<file path="config.mk">
export PLATFORM = sky130hd
export DESIGN_NAME = gibs_status_bank
export DESIGN_NICKNAME = d
export VERILOG_FILES = /design/src/core/gibs_pkg.sv /design/src/core/gibs_status_bank.sv
export SDC_FILE = /design/constraint.sdc
export NUM_CORES = 1
export LEC_CHECK = 0
export BUFFER_PORTS_ARGS = -buffer_cell sky130_fd_sc_hd__buf_2
export CAP_MARGIN = 20
export CORE_MARGIN = 2
export CORE_UTILIZATION = 26
export CTS_BUF_LIST = sky130_fd_sc_hd__clkbuf_8
export DETAILED_ROUTE_END_ITERATION = 10
export PLACE_DENSITY = 0.58
export SLEW_MARGIN = 20
export SYNTH_ARGS = -nofsm -noshare
export SYNTH_HDL_FRONTEND = slang
export SYNTH_SLANG_ARGS = --single-unit
</file>
<file path="constraint.sdc">
create_clock -name clk -period 2 [get_ports clk]
set_clock_uncertainty 0.2 [all_clocks]
set_input_delay 0.1 -clock clk [delete_from_list [all_inputs] [get_ports clk]]
set_output_delay 0.1 -clock clk [all_outputs]
set_load 0.01 [all_outputs]
</file>
<file path="src/core/gibs_pkg.sv">
package gibs_pkg;
  // ****************************************
  // Register map
  // ****************************************
  localparam logic [15:0] GIBS_ADDR_GENERAL_INPUT_LEVELS = 16'h020c;
  localparam logic [15:0] GIBS_ADDR_RSVD_A               = 16'h020d;
  localparam logic [15:0] GIBS_ADDR_RSVD_B               = 16'h020e;
  localparam logic [15:0] GIBS_ADDR_RSVD_C               = 16'h020f;
  localparam logic [15:0] GIBS_ADDR_BOOT_ERROR_FLAGS     = 16'h0210;
  localparam logic [15:0] GIBS_ADDR_BOOT_DONE_FLAG       = 16'h0211;
  localparam logic [15:0] GIBS_ADDR_RSVD_D               = 16'h0212;
  // ****************************************
  // Field positions
  // ****************************************
  localparam int GIBS_BIT_BOOT_READ_FAILED   = 0;
  localparam int GIBS_BIT_BOOT_CRC_MISMATCH  = 1;
  localparam int GIBS_BIT_BOOT_READ_COMPLETE = 0;
  localparam int GIBS_BIT_INT_SUMMARY        = 0;
  // ****************************************
  // Reset values
  // ****************************************
  localparam logic [7:0] GIBS_RESET_BYTE = 8'h00;
  localparam logic       GIBS_RESET_FLAG = 1'b0;
endpackage : gibs_pkg

</file>
<file path="src/core/gibs_status_bank.sv">
// Summary of operation
// General-input register low four bits show live levels of input-configured pins.
// Host writes zeros to reserved bits and ignores their read value.
// Summary reads 0 and interrupt pin released when no enabled status set.
// Summary reads 1 and interrupt pin driven low while enabled status set.
// CRC-mismatch flag sets on boot checksum error; only reset clears it.
// Boot-failure flag sets on EEPROM read failure; only reset clears it.
// Boot-complete flag sets when EEPROM read finishes; held until reset.
// Alarm status bits latch on alarm, cleared by host writing one; here a one on the alarm_clear input clears them, not a register write.
// Reset clears all three boot flags before a new boot read begins.
module gibs_status_bank
  import gibs_pkg::*;
#(
  parameter int ALARM_W = 4,
  parameter int GPI_W   = 4
) (
  input  wire logic               clk,
  input  wire logic               sys_rst,
  input  wire logic               clk_en,
  input  wire logic [GPI_W-1:0]   general_input_level,
  input  wire logic [GPI_W-1:0]   gpio_is_input,
  input  wire logic [ALARM_W-1:0] alarm_event,
  input  wire logic [ALARM_W-1:0] alarm_enable,
  input  wire logic               boot_crc_error,
  input  wire logic               boot_read_error,
  input  wire logic               boot_read_done,
  input  wire logic               reg_rd,
  input  wire logic               reg_wr,
  input  wire logic [15:0]        reg_addr,
  input  wire logic [7:0]         reg_wdata,
  input  wire logic [7:0]         alarm_clear,
  output logic [7:0]              reg_rdata,
  output logic [ALARM_W-1:0]      lock_lost_sticky,
  output logic                    interrupt_request_n,
  output logic                    interrupt_request_n_oe
);
  // ****************************************
  // Pin synchronisers
  // ****************************************
  logic [GPI_W-1:0] gpi_meta_q;
  logic [GPI_W-1:0] gpi_sync_q;
  always_ff @(posedge clk) begin
    if (sys_rst) begin
      gpi_meta_q <= '0;
      gpi_sync_q <= '0;
    end else if (clk_en) begin
      gpi_meta_q <= general_input_level;
      gpi_sync_q <= gpi_meta_q;
    end
  end

  // ****************************************
  // Alarm sticky bits
  // ****************************************
  // latch and clear; set wins so no alarm is lost
  always_ff @(posedge clk) begin
    if (sys_rst) begin
      lock_lost_sticky <= '0;
    end else if (clk_en) begin
      lock_lost_sticky <= (lock_lost_sticky & ~alarm_clear[ALARM_W-1:0]) | alarm_event;
    end
  end

  // ****************************************
  // Boot flags
  // ****************************************
  logic crc_q;
  logic fail_q;
  logic done_q;
  // No clear path but reset, so a slow host poll can never miss a boot fault
  // crc mismatch sticky
  always_ff @(posedge clk) begin
    if (sys_rst) begin
      crc_q <= GIBS_RESET_FLAG;
    end else if (clk_en && boot_crc_error) begin
      crc_q <= 1'b1;
    end
  end

  // read failure sticky
  always_ff @(posedge clk) begin
    if (sys_rst) begin
      fail_q <= GIBS_RESET_FLAG;
    end else if (clk_en && boot_read_error) begin
      fail_q <= 1'b1;
    end
  end

  // boot complete sticky
  always_ff @(posedge clk) begin
    if (sys_rst) begin
      done_q <= GIBS_RESET_FLAG;
    end else if (clk_en && boot_read_done) begin
      done_q <= 1'b1;
    end
  end

  // ****************************************
  // Interrupt summary
  // ****************************************
  logic int_q;
  // summary drives pin; oe low means driving low
  // Open-drain style: the level stays low, only the enable moves
  always_ff @(posedge clk) begin
    if (sys_rst) begin
      int_q                  <= GIBS_RESET_FLAG;
      interrupt_request_n    <= 1'b0;
      interrupt_request_n_oe <= 1'b1;
    end else if (clk_en) begin
      int_q                  <= |(lock_lost_sticky & alarm_enable);
      interrupt_request_n    <= 1'b0;
      interrupt_request_n_oe <= ~|(lock_lost_sticky & alarm_enable);
    end
  end

  // ****************************************
  // Read port
  // ****************************************
  // Reserved bits read zero, except bit 0 at GIBS_ADDR_RSVD_A which shows the interrupt summary; writes to them are dropped
  logic [7:0] rd_d;
  always_comb begin
    rd_d = GIBS_RESET_BYTE;
    unique case (reg_addr)
      // live input levels
      GIBS_ADDR_GENERAL_INPUT_LEVELS: rd_d[GPI_W-1:0] = gpi_sync_q & gpio_is_input;
      GIBS_ADDR_RSVD_A: rd_d[GIBS_BIT_INT_SUMMARY] = int_q;
      GIBS_ADDR_BOOT_ERROR_FLAGS: begin
        rd_d[GIBS_BIT_BOOT_READ_FAILED]  = fail_q;
        rd_d[GIBS_BIT_BOOT_CRC_MISMATCH] = crc_q;
      end
      GIBS_ADDR_BOOT_DONE_FLAG: rd_d[GIBS_BIT_BOOT_READ_COMPLETE] = done_q;
      default: rd_d = GIBS_RESET_BYTE;
    endcase
  end
  always_ff @(posedge clk) begin
    if (sys_rst) begin
      reg_rdata <= GIBS_RESET_BYTE;
    end else if (clk_en && reg_rd) begin
      reg_rdata <= rd_d;
    end
  end

  // ****************************************
  // Alarm checks
  // ****************************************
  for (genvar i = 0; i < ALARM_W; i++) begin : g_alarm_chk

  end
endmodule : gibs_status_bank

</file>
==> key figures, run 1 <==
Run status
  – Outcome: finished, final reports clean

Synthesis
  – Mux cell area share after synthesis: 0.106
  – Syn_area_per_cell: 8.85 µm²
  – Compound-Gate Fraction of Synth Area: 0.140
  – Synthesized instance count: 97
  – Synth Area in Simple Gates: 0.192
  – Main combinational cell family by area after synthesis: simple AND/OR/NAND/NOR gates
  – FF+latch count, synth: 21
  – Register area share after synthesis: 0.490
  – XOR/XNOR Fraction of Synth Area: 0
  – Synthesized cell area: 858 µm²
  – Adder-cell share of the synthesized area: 0
  – Cell variety after synth: 26
  – Synth Warn #: 0

Final layout
  – Design area: 0.00142 mm²
  – Post-layout util: 0.458
  – Final Net Count: 229
  – Inserted Diodes: 0
  – Layout cells sized above 1: 0.326
  – Commonest non-fill, non-tap cell in the layout: buf_2
  – Most frequent cells in the layout: buf_2, dlygate4sd3_1, dfxtp_1
  – Area Growth Syn to Fin: 65.7%

Placement
  – Post-place setup slack: 0.651 ns
  – Dpl cell area: 0.00114 mm²
  – Gpl congestion: 0.753
  – HPWL after detailed placement: 1640 µm
  – # port buffers: 51

STA
  – Max Slew Vio Count: 0
  – Post-route setup TNS: 0 ns
  – Final worst slack: 0.0935 ns
  – RSZ-0062 raised after global routing: false
  – Tcrit/Tclk final: 0.953
  – Final min period: 1.91 ns
  – Setup violators final: 0
  – Final Hold Viols: 0
  – F_max: 525 MHz

Worst setup path
  – CP Capture Point: reg_rdata[0]$_SDFFE_PP0P_
  – CP max FO: 2
  – R2R depth: 3
  – Critical path class: in2reg
  – Reg2reg end: lock_lost_sticky[0]$_SDFFE_PP0P_
  – Crit end category: flop
  – CP Data Required Time: 1.99 ns
  – Crit path DAT: 1.89 ns
  – Critical Path Source Type: input pin
  – Reg2reg start: lock_lost_sticky[0]$_SDFFE_PP0P_
  – Critical Path Start: reg_addr[1]
  – R2R Setup Slk: 0.58 ns

Global route
  – Largest net degree at the start of global routing: 19
  – Gr usage total: 0.130
  – Gr ovfl total: 0
  – Initial antenna violation count: 0
  – Vias in the first global route: 920
  – First-pass GRT wire length: 3590 µm

Floorplanning
  – Starting density of the core: 0.277
  – Die span in y: 61.5 µm
  – Ports: 70
  – Full die area: 0.00378 mm²
  – Core Area: 0.00310 mm²
  – Die Wd: 61.5 µm
  – # rows: 20

Clocking
  – # resized after CTS: 0
  – CTS clock-pin slew for the worst setup and hold paths: 0.07 ns
  – Root buf cell: clkbuf_8
  – Clk_lat worst skew: 0.26 ns
  – CTS Buf Count: 3
  – H-tree Lvls: 1
  – Clock Tree Buf Depth: 2
  – CTS tree: yes
  – Clock sink count: 21

Routing
  – Drt wl/cell: 10.5 µm
  – Drt via density: 4.35
  – Antenna-violating nets left: 0
  – First drt pass iteration count: 4
  – Wirelength, routed: 2280 µm
  – DR DRC count: 0
  – Via count: 939
  – Initial drt markers: 20

Hold path
  – Hold crit path type: in2reg

Pwr
  – Max IR drop VDD: 0.336 mV
  – PD cells: 607 mW/mm²
  – Leak Pwr: 0.658 nW

Flow run
  – Max_cap viols: 0
## synthesized netlist by cell type
master,n,share of area
dfxtp_1,21,0.49
nor2_1,16,0.070
nand2_1,12,0.052
mux2i_1,8,0.093
a22oi_1,5,0.044
buf_4,5,0.044
a21oi_1,4,0.023
clkbuf_1,3,0.013
o21ai_0,3,0.017
o21ai_1,3,0.017
nand3_1,2,0.012
a222oi_1,1,0.012
a31oi_1,1,0.0073
a32oi_1,1,0.010
buf_2,1,0.0058
conb_1,1,0.0044
inv_1,1,0.0044
mux2_2,1,0.013
nand4_1,1,0.0073
nor3_1,1,0.0058
nor3b_1,1,0.0087
nor4_1,1,0.0073
nor4b_1,1,0.010
nor4bb_1,1,0.012
o21a_1,1,0.0087
or2_1,1,0.0073
## timing repair
action,CTS,global route
hold endpoints to repair,16,0
endpoints found under the setup margin,0,0
buffers inserted,0,0
hold buffers,24,0
## metal layers
metal	vias up	global-route usage	part of all wire
met5	-	0	0
met4	0	0.0547	0.013
met3	4	0.0315	0.087
met2	49	0.245	0.47
met1	409	0.136	0.43
li1	477	-	-
## layout make-up
| class | instances | area (µm²) |
|---|---|---|
| inverters | 1 | 3.75 |
| clock buffers | 3 | 41.3 |
| multi-input cells | 70 | 395 |
| fillers | 335 | 1680 |
| clock inverters | 1 | 3.75 |
| flip-flops and latches | 21 | 420 |
| repair buffers | 76 | 503 |
| well taps | 44 | 55.1 |
## critical path, stage by stage
cell and delay (ns):
dlygate4sd3_1 0.53, buf_2 0.12, nor4_1 0.27, nand4_1 0.14, dlygate4sd3_1 0.58, o21ai_0 0.15
## cells by family (layout without fill, tap and decap cells)
| group | Yosys count | count (layout) |
|---|---|---|
| flops | 21 | 21 |
| mux | 9 | 9 |
| compound gates | 19 | 19 |
| simple gates | 37 | 37 |
| buf+inv | 10 | 81 |
| other cells | 1 | 5 |
## flip-flops by register name (all words and copies together) (netlist names), 4 cells and up
signal and count:
gpi_meta_q 4, gpi_sync_q 4, lock_lost_sticky 4, reg_rdata 4
## power by group
group | total, W | switching, W | leakage, nW | internal [W]
registers | 0.000449 | 0.0000116 | 0.172 | 0.000438
clock network | 0.000266 | 0.000130 | 0.0269 | 0.000137
logic | 0.000148 | 0.0000596 | 0.459 | 0.0000886
total | 0.000864 | 0.000201 | 0.658 | 0.000663
## per-stage QoR
| step | power (W) | hold slack (ns) | std cells |
|---|---|---|---|
| floorplan | 0.000519 | 0.0412 | 101 |
| global placement | 0.000568 | 0.136 | 188 |
| detailed placement | 0.000572 | 0.133 | 188 |
| CTS | 0.000873 | 0.00150 | 216 |
| global route | 0.000911 | 0.0218 | 216 |
| finish | 0.000864 | 0.00562 | 216 |
## how the worst min path moves through the flow
stage | start | to | slack [ns] | cells past startpoint
final | reg_rd | reg_rdata[2]$_SDFFE_PP0P_ | 0.006 | 4
after global routing | sys_rst | gpi_meta_q[2]$_SDFFE_PP0P_ | 0.02 | 2
after CTS | reg_rd | reg_rdata[2]$_SDFFE_PP0P_ | 0.002 | 4
after detailed placement | boot_read_error | fail_q$_SDFFE_PP0P_ | 0.13 | 3
after global placement | general_input_level[3] | gpi_meta_q[3]$_SDFFE_PP0P_ | 0.14 | 3
after floorplan | boot_read_done | done_q$_SDFFE_PP0P_ | 0.04 | 2
(Power assumes the default switching activity.)
==> run 2, diff against run 1 <==
Settings changed: BUFFER_PORTS_ARGS -buffer_cell sky130_fd_sc_hd__buf_2 to unset, DONT_BUFFER_PORTS set to 1, PLACE_DENSITY 0.58 to 0.4.
==> key figures, run 2 (synthesis results as in run 1) <==
Run status
  – Failing checks: negative hold slack
  – Outcome: finished, violations left

STA
  – Tcrit/Tclk final: 0.938 (-0.0154)
  – RSZ-0062 raised after global routing: false
  – Setup violators final: 0 (unchanged)
  – Final min period: 1.88 ns (-0.0308 ns)
  – Slew headroom: 0.524
  – Final Hold Viols: 1 (+1)
  – Max Slew Vio Count: 0 (unchanged)
  – Final hold slack: -0.00453 ns (-0.0101 ns)
  – Actual slew at the worst max-slew pin: 0.712 ns
  – F_max: 533 MHz (+1.6%)
  – Final worst slack: 0.124 ns (+0.0308 ns)
  – Post-route setup TNS: 0 ns (unchanged)

Clocking
  – Clk_lat worst skew: 0.26 ns (about the same)
  – Clock Tree Buf Depth: 2 (unchanged)
  – Clock sink count: 21 (unchanged)
  – CTS tree: yes
  – H-tree Lvls: 1 (unchanged)
  – Root buf cell: clkbuf_8
  – CTS clock-pin slew for the worst setup and hold paths: 0.08 ns (about the same)
  – CTS Buf Count: 3 (unchanged)

Worst setup path
  – R2R Setup Slk: 0.52 ns (-0.06 ns)
  – Crit end category: flop
  – Critical Path Source Type: input pin
  – CP Data Required Time: 1.99 ns (about the same)
  – Crit path DAT: 1.87 ns (-0.02 ns)
  – Reg2reg end: lock_lost_sticky[0]$_SDFFE_PP0P_
  – R2R depth: 3 (unchanged)
  – Reg2reg start: lock_lost_sticky[0]$_SDFFE_PP0P_
  – CP max FO: 3 (+1)
  – Critical path class: in2reg

Final layout
  – Register area: 420 µm² (unchanged)
  – Area Growth Syn to Fin: 53.1%
  – Inserted Diodes: 0 (unchanged)
  – Layout cells sized above 1: 0.0370 (-0.289)
  – Commonest non-fill, non-tap cell in the layout: dlygate4sd3_1
  – Area of the multi-input gates: 395 µm² (unchanged)
  – Final Net Count: 192 (-16%)
  – Most frequent cells in the layout: dlygate4sd3_1, dfxtp_1, nor2_1
  – Filler instances: 320 (-4.5%)

Global route
  – Vias in the first global route: 860 (-6.5%)
  – Gr usage total: 0.131 (+0.000862)
  – Initial antenna violation count: 0 (unchanged)
  – Gr ovfl total: 0 (unchanged)
  – First-pass GRT wire length: 3590 µm (unchanged)
  – Largest net degree at the start of global routing: 19 (unchanged)

Routing
  – Wirelength, routed: 2300 µm (+1.2%)
  – Antenna-violating nets left: 0 (unchanged)
  – First drt pass iteration count: 4 (unchanged)
  – Drt wl/cell: 12.9 µm (+22%)
  – Drt via density: 4.60 (+5.9%)
  – DR DRC count: 0 (unchanged)
  – Via count: 824 (-12%)
  – Initial drt markers: 22 (+10%)

Floorplanning
  – Core Area: 0.00310 mm² (unchanged)
  – Ports: 70 (unchanged)
  – Die span in y: 61.5 µm (unchanged)
  – Die Wd: 61.5 µm (unchanged)
  – Full die area: 0.00378 mm² (unchanged)
  – # rows: 20 (unchanged)
  – Starting density of the core: 0.277 (unchanged)

Placement
  – HPWL after detailed placement: 1420 µm (-13%)
  – Gpl congestion: 0.690 (-8.4%)
  – # port buffers: 0 (-100%)
  – Post-place setup slack: 0.671 ns (+0.0192 ns)

Hold path
  – Min-delay src: reg_addr[0]
  – Hold endpoint: reg_rdata[0]$_SDFFE_PP0P_
  – Hold crit path type: in2reg
  – Hold Path Stages: 4 (unchanged)

Pwr
  – NetSw: 0.000194 W (-3.3%)
  – Gate power share: 0.142 (-0.030)
  – Sequential power share: 0.535 (+0.015)
  – Leak Pwr: 0.516 nW (-22%)
  – PD cells: 644 mW/mm² (+6.0%)
  – Max IR drop VDD: 0.415 mV (+24%)
  – Final Power: 0.000846 W (-2.1%)
  – Net Sw Frac: 0.230 (-0.00282)
  – Clock share of power: 0.323 (+0.015)
  – Internal power: 0.000652 W (-1.7%)

Flow run
  – Max_cap viols: 0 (unchanged)
run 2: cell count changes in the layout (fill, tap and decap cells not counted):
cell	before	now
dlymetal6s4s_1	0	1
clkinv_2	0	1
buf_4	1	0
dlygate4sd3_1	24	38
inv_1	2	1
buf_2	51	0
run 2: power groups by stage:
stage	clock, W	sequential [W]	combinational (W)
after floorplan	0	0.000459	0.0000599
after global placement	0	0.000462	0.0000459
after detailed placement	0	0.000463	0.0000471
after CTS	0.000287	0.000453	0.000118
after global routing	0.000308	0.000456	0.000133
final	0.000273	0.000453	0.000120
run 2: layout make-up:
cell class	count	area share
clock buffers	3	0.0314
well taps	44	0.0419
flip-flops and latches	21	0.320
repair buffers	39	0.299
multi-input cells	70	0.301
clock inverters	1	0.00381
inverters	1	0.00286
run 2: per-stage QoR:
stage	utilization	hold slack, ns	area, µm²	cells
4_1_cts	0.423	0.000718	1310	179
3_3_place_gp	0.282	-0.0239	875	136
6_report	0.423	-0.00453	1310	179
5_1_grt	0.423	0.0111	1310	179
2_1_floorplan	-	0.0412	873	101
3_5_place_dp	0.282	-0.0227	875	136
run 2: what timing repair did:
| item | CTS | global route |
|---|---|---|
| buffers inserted | 0 | 0 |
| setup endpoints to repair | 0 | 3 |
| hold endpoints to repair | 21 | 0 |
| hold buffers | 39 | 0 |
| gates resized for setup | 0 | 1 |
run 2: worst max path at each step:
| stage | to | from | cells past startpoint | slack, ns |
|---|---|---|---|---|
| floorplan | int_q$_SDFFE_PP0P_ | lock_lost_sticky[1]$_SDFFE_PP0P_ | 3 | 0.82 |
| global placement | int_q$_SDFFE_PP0P_ | lock_lost_sticky[2]$_SDFFE_PP0P_ | 3 | 0.69 |
| detailed placement | int_q$_SDFFE_PP0P_ | lock_lost_sticky[1]$_SDFFE_PP0P_ | 3 | 0.67 |
| CTS | reg_rdata[3]$_SDFFE_PP0P_ | clk_en | 5 | 0.05 |
| global route | reg_rdata[3]$_SDFFE_PP0P_ | reg_addr[12] | 6 | 0.01 |
| finish | reg_rdata[3]$_SDFFE_PP0P_ | reg_addr[12] | 6 | 0.12 |
run 2: layer usage:
metal / global-route usage / vias to the layer above / routed length (µm)
met5: 0 / - / 0
met3: 0.0399 / 2 / 134
li1: - / 406 / -
met1: 0.136 / 383 / 990
met2: 0.251 / 33 / 1160
met4: 0.0365 / 0 / 14
run 2: worst max-delay path: stages:
cell and delay [ns]:
dlygate4sd3_1 0.54, nor4_1 0.14, dlygate4sd3_1 0.58, nand4_1 0.11, or2_1 0.27, o21ai_1 0.13
==> run 3, diff against run 2 <==
Settings changed: BUFFER_PORTS_ARGS set to -buffer_cell sky130_fd_sc_hd__buf_2, CORE_MARGIN 2 to 5, DONT_BUFFER_PORTS 1 to unset, PLACE_DENSITY 0.4 to 0.58.
Clock period 2 ns to 1.93 ns, I/O delays scaled along.
==> key figures, run 3 (synthesis results as in run 1) <==
Routing
  – Initial drt markers: 10 (-55%)
  – DR DRC count: 0 (unchanged)
  – Drt wl/cell: 11.3 µm (-12%)
  – First drt pass iteration count: 4 (unchanged)
  – Antenna-violating nets left: 0 (unchanged)
  – Drt via density: 4.38 (-4.8%)
  – Wirelength, routed: 2460 µm (+7.0%)
  – Via count: 955 (+16%)

Clocking
  – Clk_lat worst skew: 0.25 ns (about the same)
  – Root buf cell: clkbuf_8
  – Clock Tree Buf Depth: 2 (unchanged)
  – Clock sink count: 21 (unchanged)
  – H-tree Lvls: 1 (unchanged)
  – CTS clock-pin slew for the worst setup and hold paths: 0.08 ns (about the same)
  – CTS Buf Count: 3 (unchanged)
  – CTS tree: yes

Placement
  – Post-placement cell count: 188 (+38%)
  – # port buffers: 51 (+51)
  – Post-place setup slack: 0.572 ns (-0.0988 ns)
  – Gpl congestion: 0.712 (+3.2%)
  – HPWL after detailed placement: 1820 µm (+28%)

Hold path
  – Hold crit path type: in2reg
  – Hold endpoint: reg_rdata[0]$_SDFFE_PP0P_
  – Min-delay src: reg_addr[15]
  – Hold Path Stages: 4 (unchanged)

Floorplanning
  – Core Area: 0.00310 mm² (unchanged)
  – Ports: 70 (unchanged)
  – Die Wd: 67.5 µm (+9.8%)
  – Die span in y: 67.5 µm (+9.8%)
  – Starting density of the core: 0.277 (unchanged)
  – # rows: 20 (unchanged)
  – Full die area: 0.00455 mm² (+20%)

Worst setup path
  – CP max stage delay: 0.55 ns (-0.03 ns)
  – Crit path cell chain: dlygate4sd3_1, buf_2, nor4_2, nand4_1, buf_4, or2_1, o21ai_1
  – Worst Path Buf+Inv: 3 (+1)
  – Critical Path Source Type: input pin
  – Reg2reg start: lock_lost_sticky[1]$_SDFFE_PP0P_
  – Critical-path top delay cell: dlygate4sd3_1
  – CP max FO: 3 (unchanged)
  – Family with the most delay on the worst path: buffers and inverters
  – Crit end category: flop
  – CP Data Required Time: 1.92 ns (-0.07 ns)
  – Critical path class: in2reg
  – Reg2reg end: lock_lost_sticky[1]$_SDFFE_PP0P_
  – R2R Setup Slk: 0.52 ns (about the same)
  – R2R depth: 3 (unchanged)
  – Crit path DAT: 1.68 ns (-0.19 ns)

Final layout
  – Final Instance Count excl. Fillers: 218 (+22%)
  – Area Growth Syn to Fin: 70.4%
  – Register area: 420 µm² (unchanged)
  – Area of the multi-input gates: 417 µm² (+5.4%)
  – Layout cells sized above 1: 0.345 (+0.308)
  – Commonest non-fill, non-tap cell in the layout: buf_2
  – Filler instances: 324 (+1.3%)
  – Inserted Diodes: 0 (unchanged)
  – Most frequent cells in the layout: buf_2, dlygate4sd3_1, dfxtp_1
  – Final Net Count: 231 (+20%)

Global route
  – Gr ovfl total: 0 (unchanged)
  – Vias in the first global route: 929 (+8.0%)
  – First-pass GRT wire length: 3820 µm (+6.5%)
  – Largest net degree at the start of global routing: 19 (unchanged)
  – Initial antenna violation count: 0 (unchanged)
  – Gr usage total: 0.109 (-0.0218)

STA
  – Final Hold Viols: 1 (unchanged)
  – Post-route setup TNS: 0 ns (unchanged)
  – F_max: 592 MHz
  – Max Slew Vio Count: 0 (unchanged)
  – Final worst slack: 0.239 ns (+0.115 ns)
  – Final hold slack: -0.0153 ns (-0.0108 ns)
  – Setup violators final: 0 (unchanged)
  – Tcrit/Tclk final: 0.876
  – Final min period: 1.69 ns
  – RSZ-0062 raised after global routing: false

Flow run
  – Max_cap viols: 0 (unchanged)

Pwr
  – PD cells: 624 mW/mm² (-3.1%)
  – Max IR drop VDD: 0.273 mV (-34%)
  – Leak Pwr: 0.677 nW (+31%)
  – Final Power: 0.000913 W (+7.9%)

Run status
  – Failing checks: negative hold slack
  – Outcome: finished, violations left
==> run 3: worst max-delay path by stage <==
| stage | to | start | cells past startpoint |
|---|---|---|---|
| floorplan | int_q$_SDFFE_PP0P_ | lock_lost_sticky[1]$_SDFFE_PP0P_ | 3 |
| global placement | reg_rdata[1]$_SDFFE_PP0P_ | clk_en | 5 |
| detailed placement | reg_rdata[1]$_SDFFE_PP0P_ | clk_en | 5 |
| CTS | reg_rdata[0]$_SDFFE_PP0P_ | reg_rd | 6 |
| global route | reg_rdata[1]$_SDFFE_PP0P_ | reg_addr[1] | 7 |
| finish | reg_rdata[1]$_SDFFE_PP0P_ | reg_addr[1] | 7 |
==> run 3: layer usage <==
layer,vias up,global-route usage,share of wire
met1,423,0.124,0.40
met5,-,0,0
met4,0,0.0304,0.0037
li1,483,-,-
met3,2,0.0250,0.11
met2,47,0.201,0.48
==> run 3: metrics by stage <==
step / instance area [µm²] / util
final: 1460 / 0.471
after global routing: 1460 / 0.471
after CTS: 1410 / 0.456
after detailed placement: 1140 / 0.367
after global placement: 1140 / 0.367
after floorplan: 873 / -
==> run 3: power breakdown <==
group	leakage [nW]	total, W	internal [W]	switching [W]
Sequential	0.172	0.000467	0.000454	0.0000130
Combinational	0.479	0.000160	0.0000966	0.0000636
Clock	0.0255	0.000286	0.000143	0.000142
Total	0.677	0.000913	0.000694	0.000219
==> run 3: timing repair <==
item,CTS,global route
hold buffers,23,3
setup buffers,0,1
hold endpoints to repair,15,1
endpoints found under the setup margin,0,1
resized for setup,0,4
==> run 3: worst register-to-register path, stage by stage, from the launching register on <==
cell,delay (ns)
dfxtp_1,0.34
a22oi_1,0.16
dlygate4sd3_1,0.57
nor2_1,0.04
==> run 3: area by class of cell <==
| cell class | instances | area share |
|---|---|---|
| clock buffer | 3 | 0.0282 |
| clock inverter | 1 | 0.00342 |
| inverter | 1 | 0.00257 |
| multi-input combinational | 70 | 0.285 |
| sequential | 21 | 0.287 |
| tap | 44 | 0.0376 |
| timing repair buffer | 78 | 0.356 |
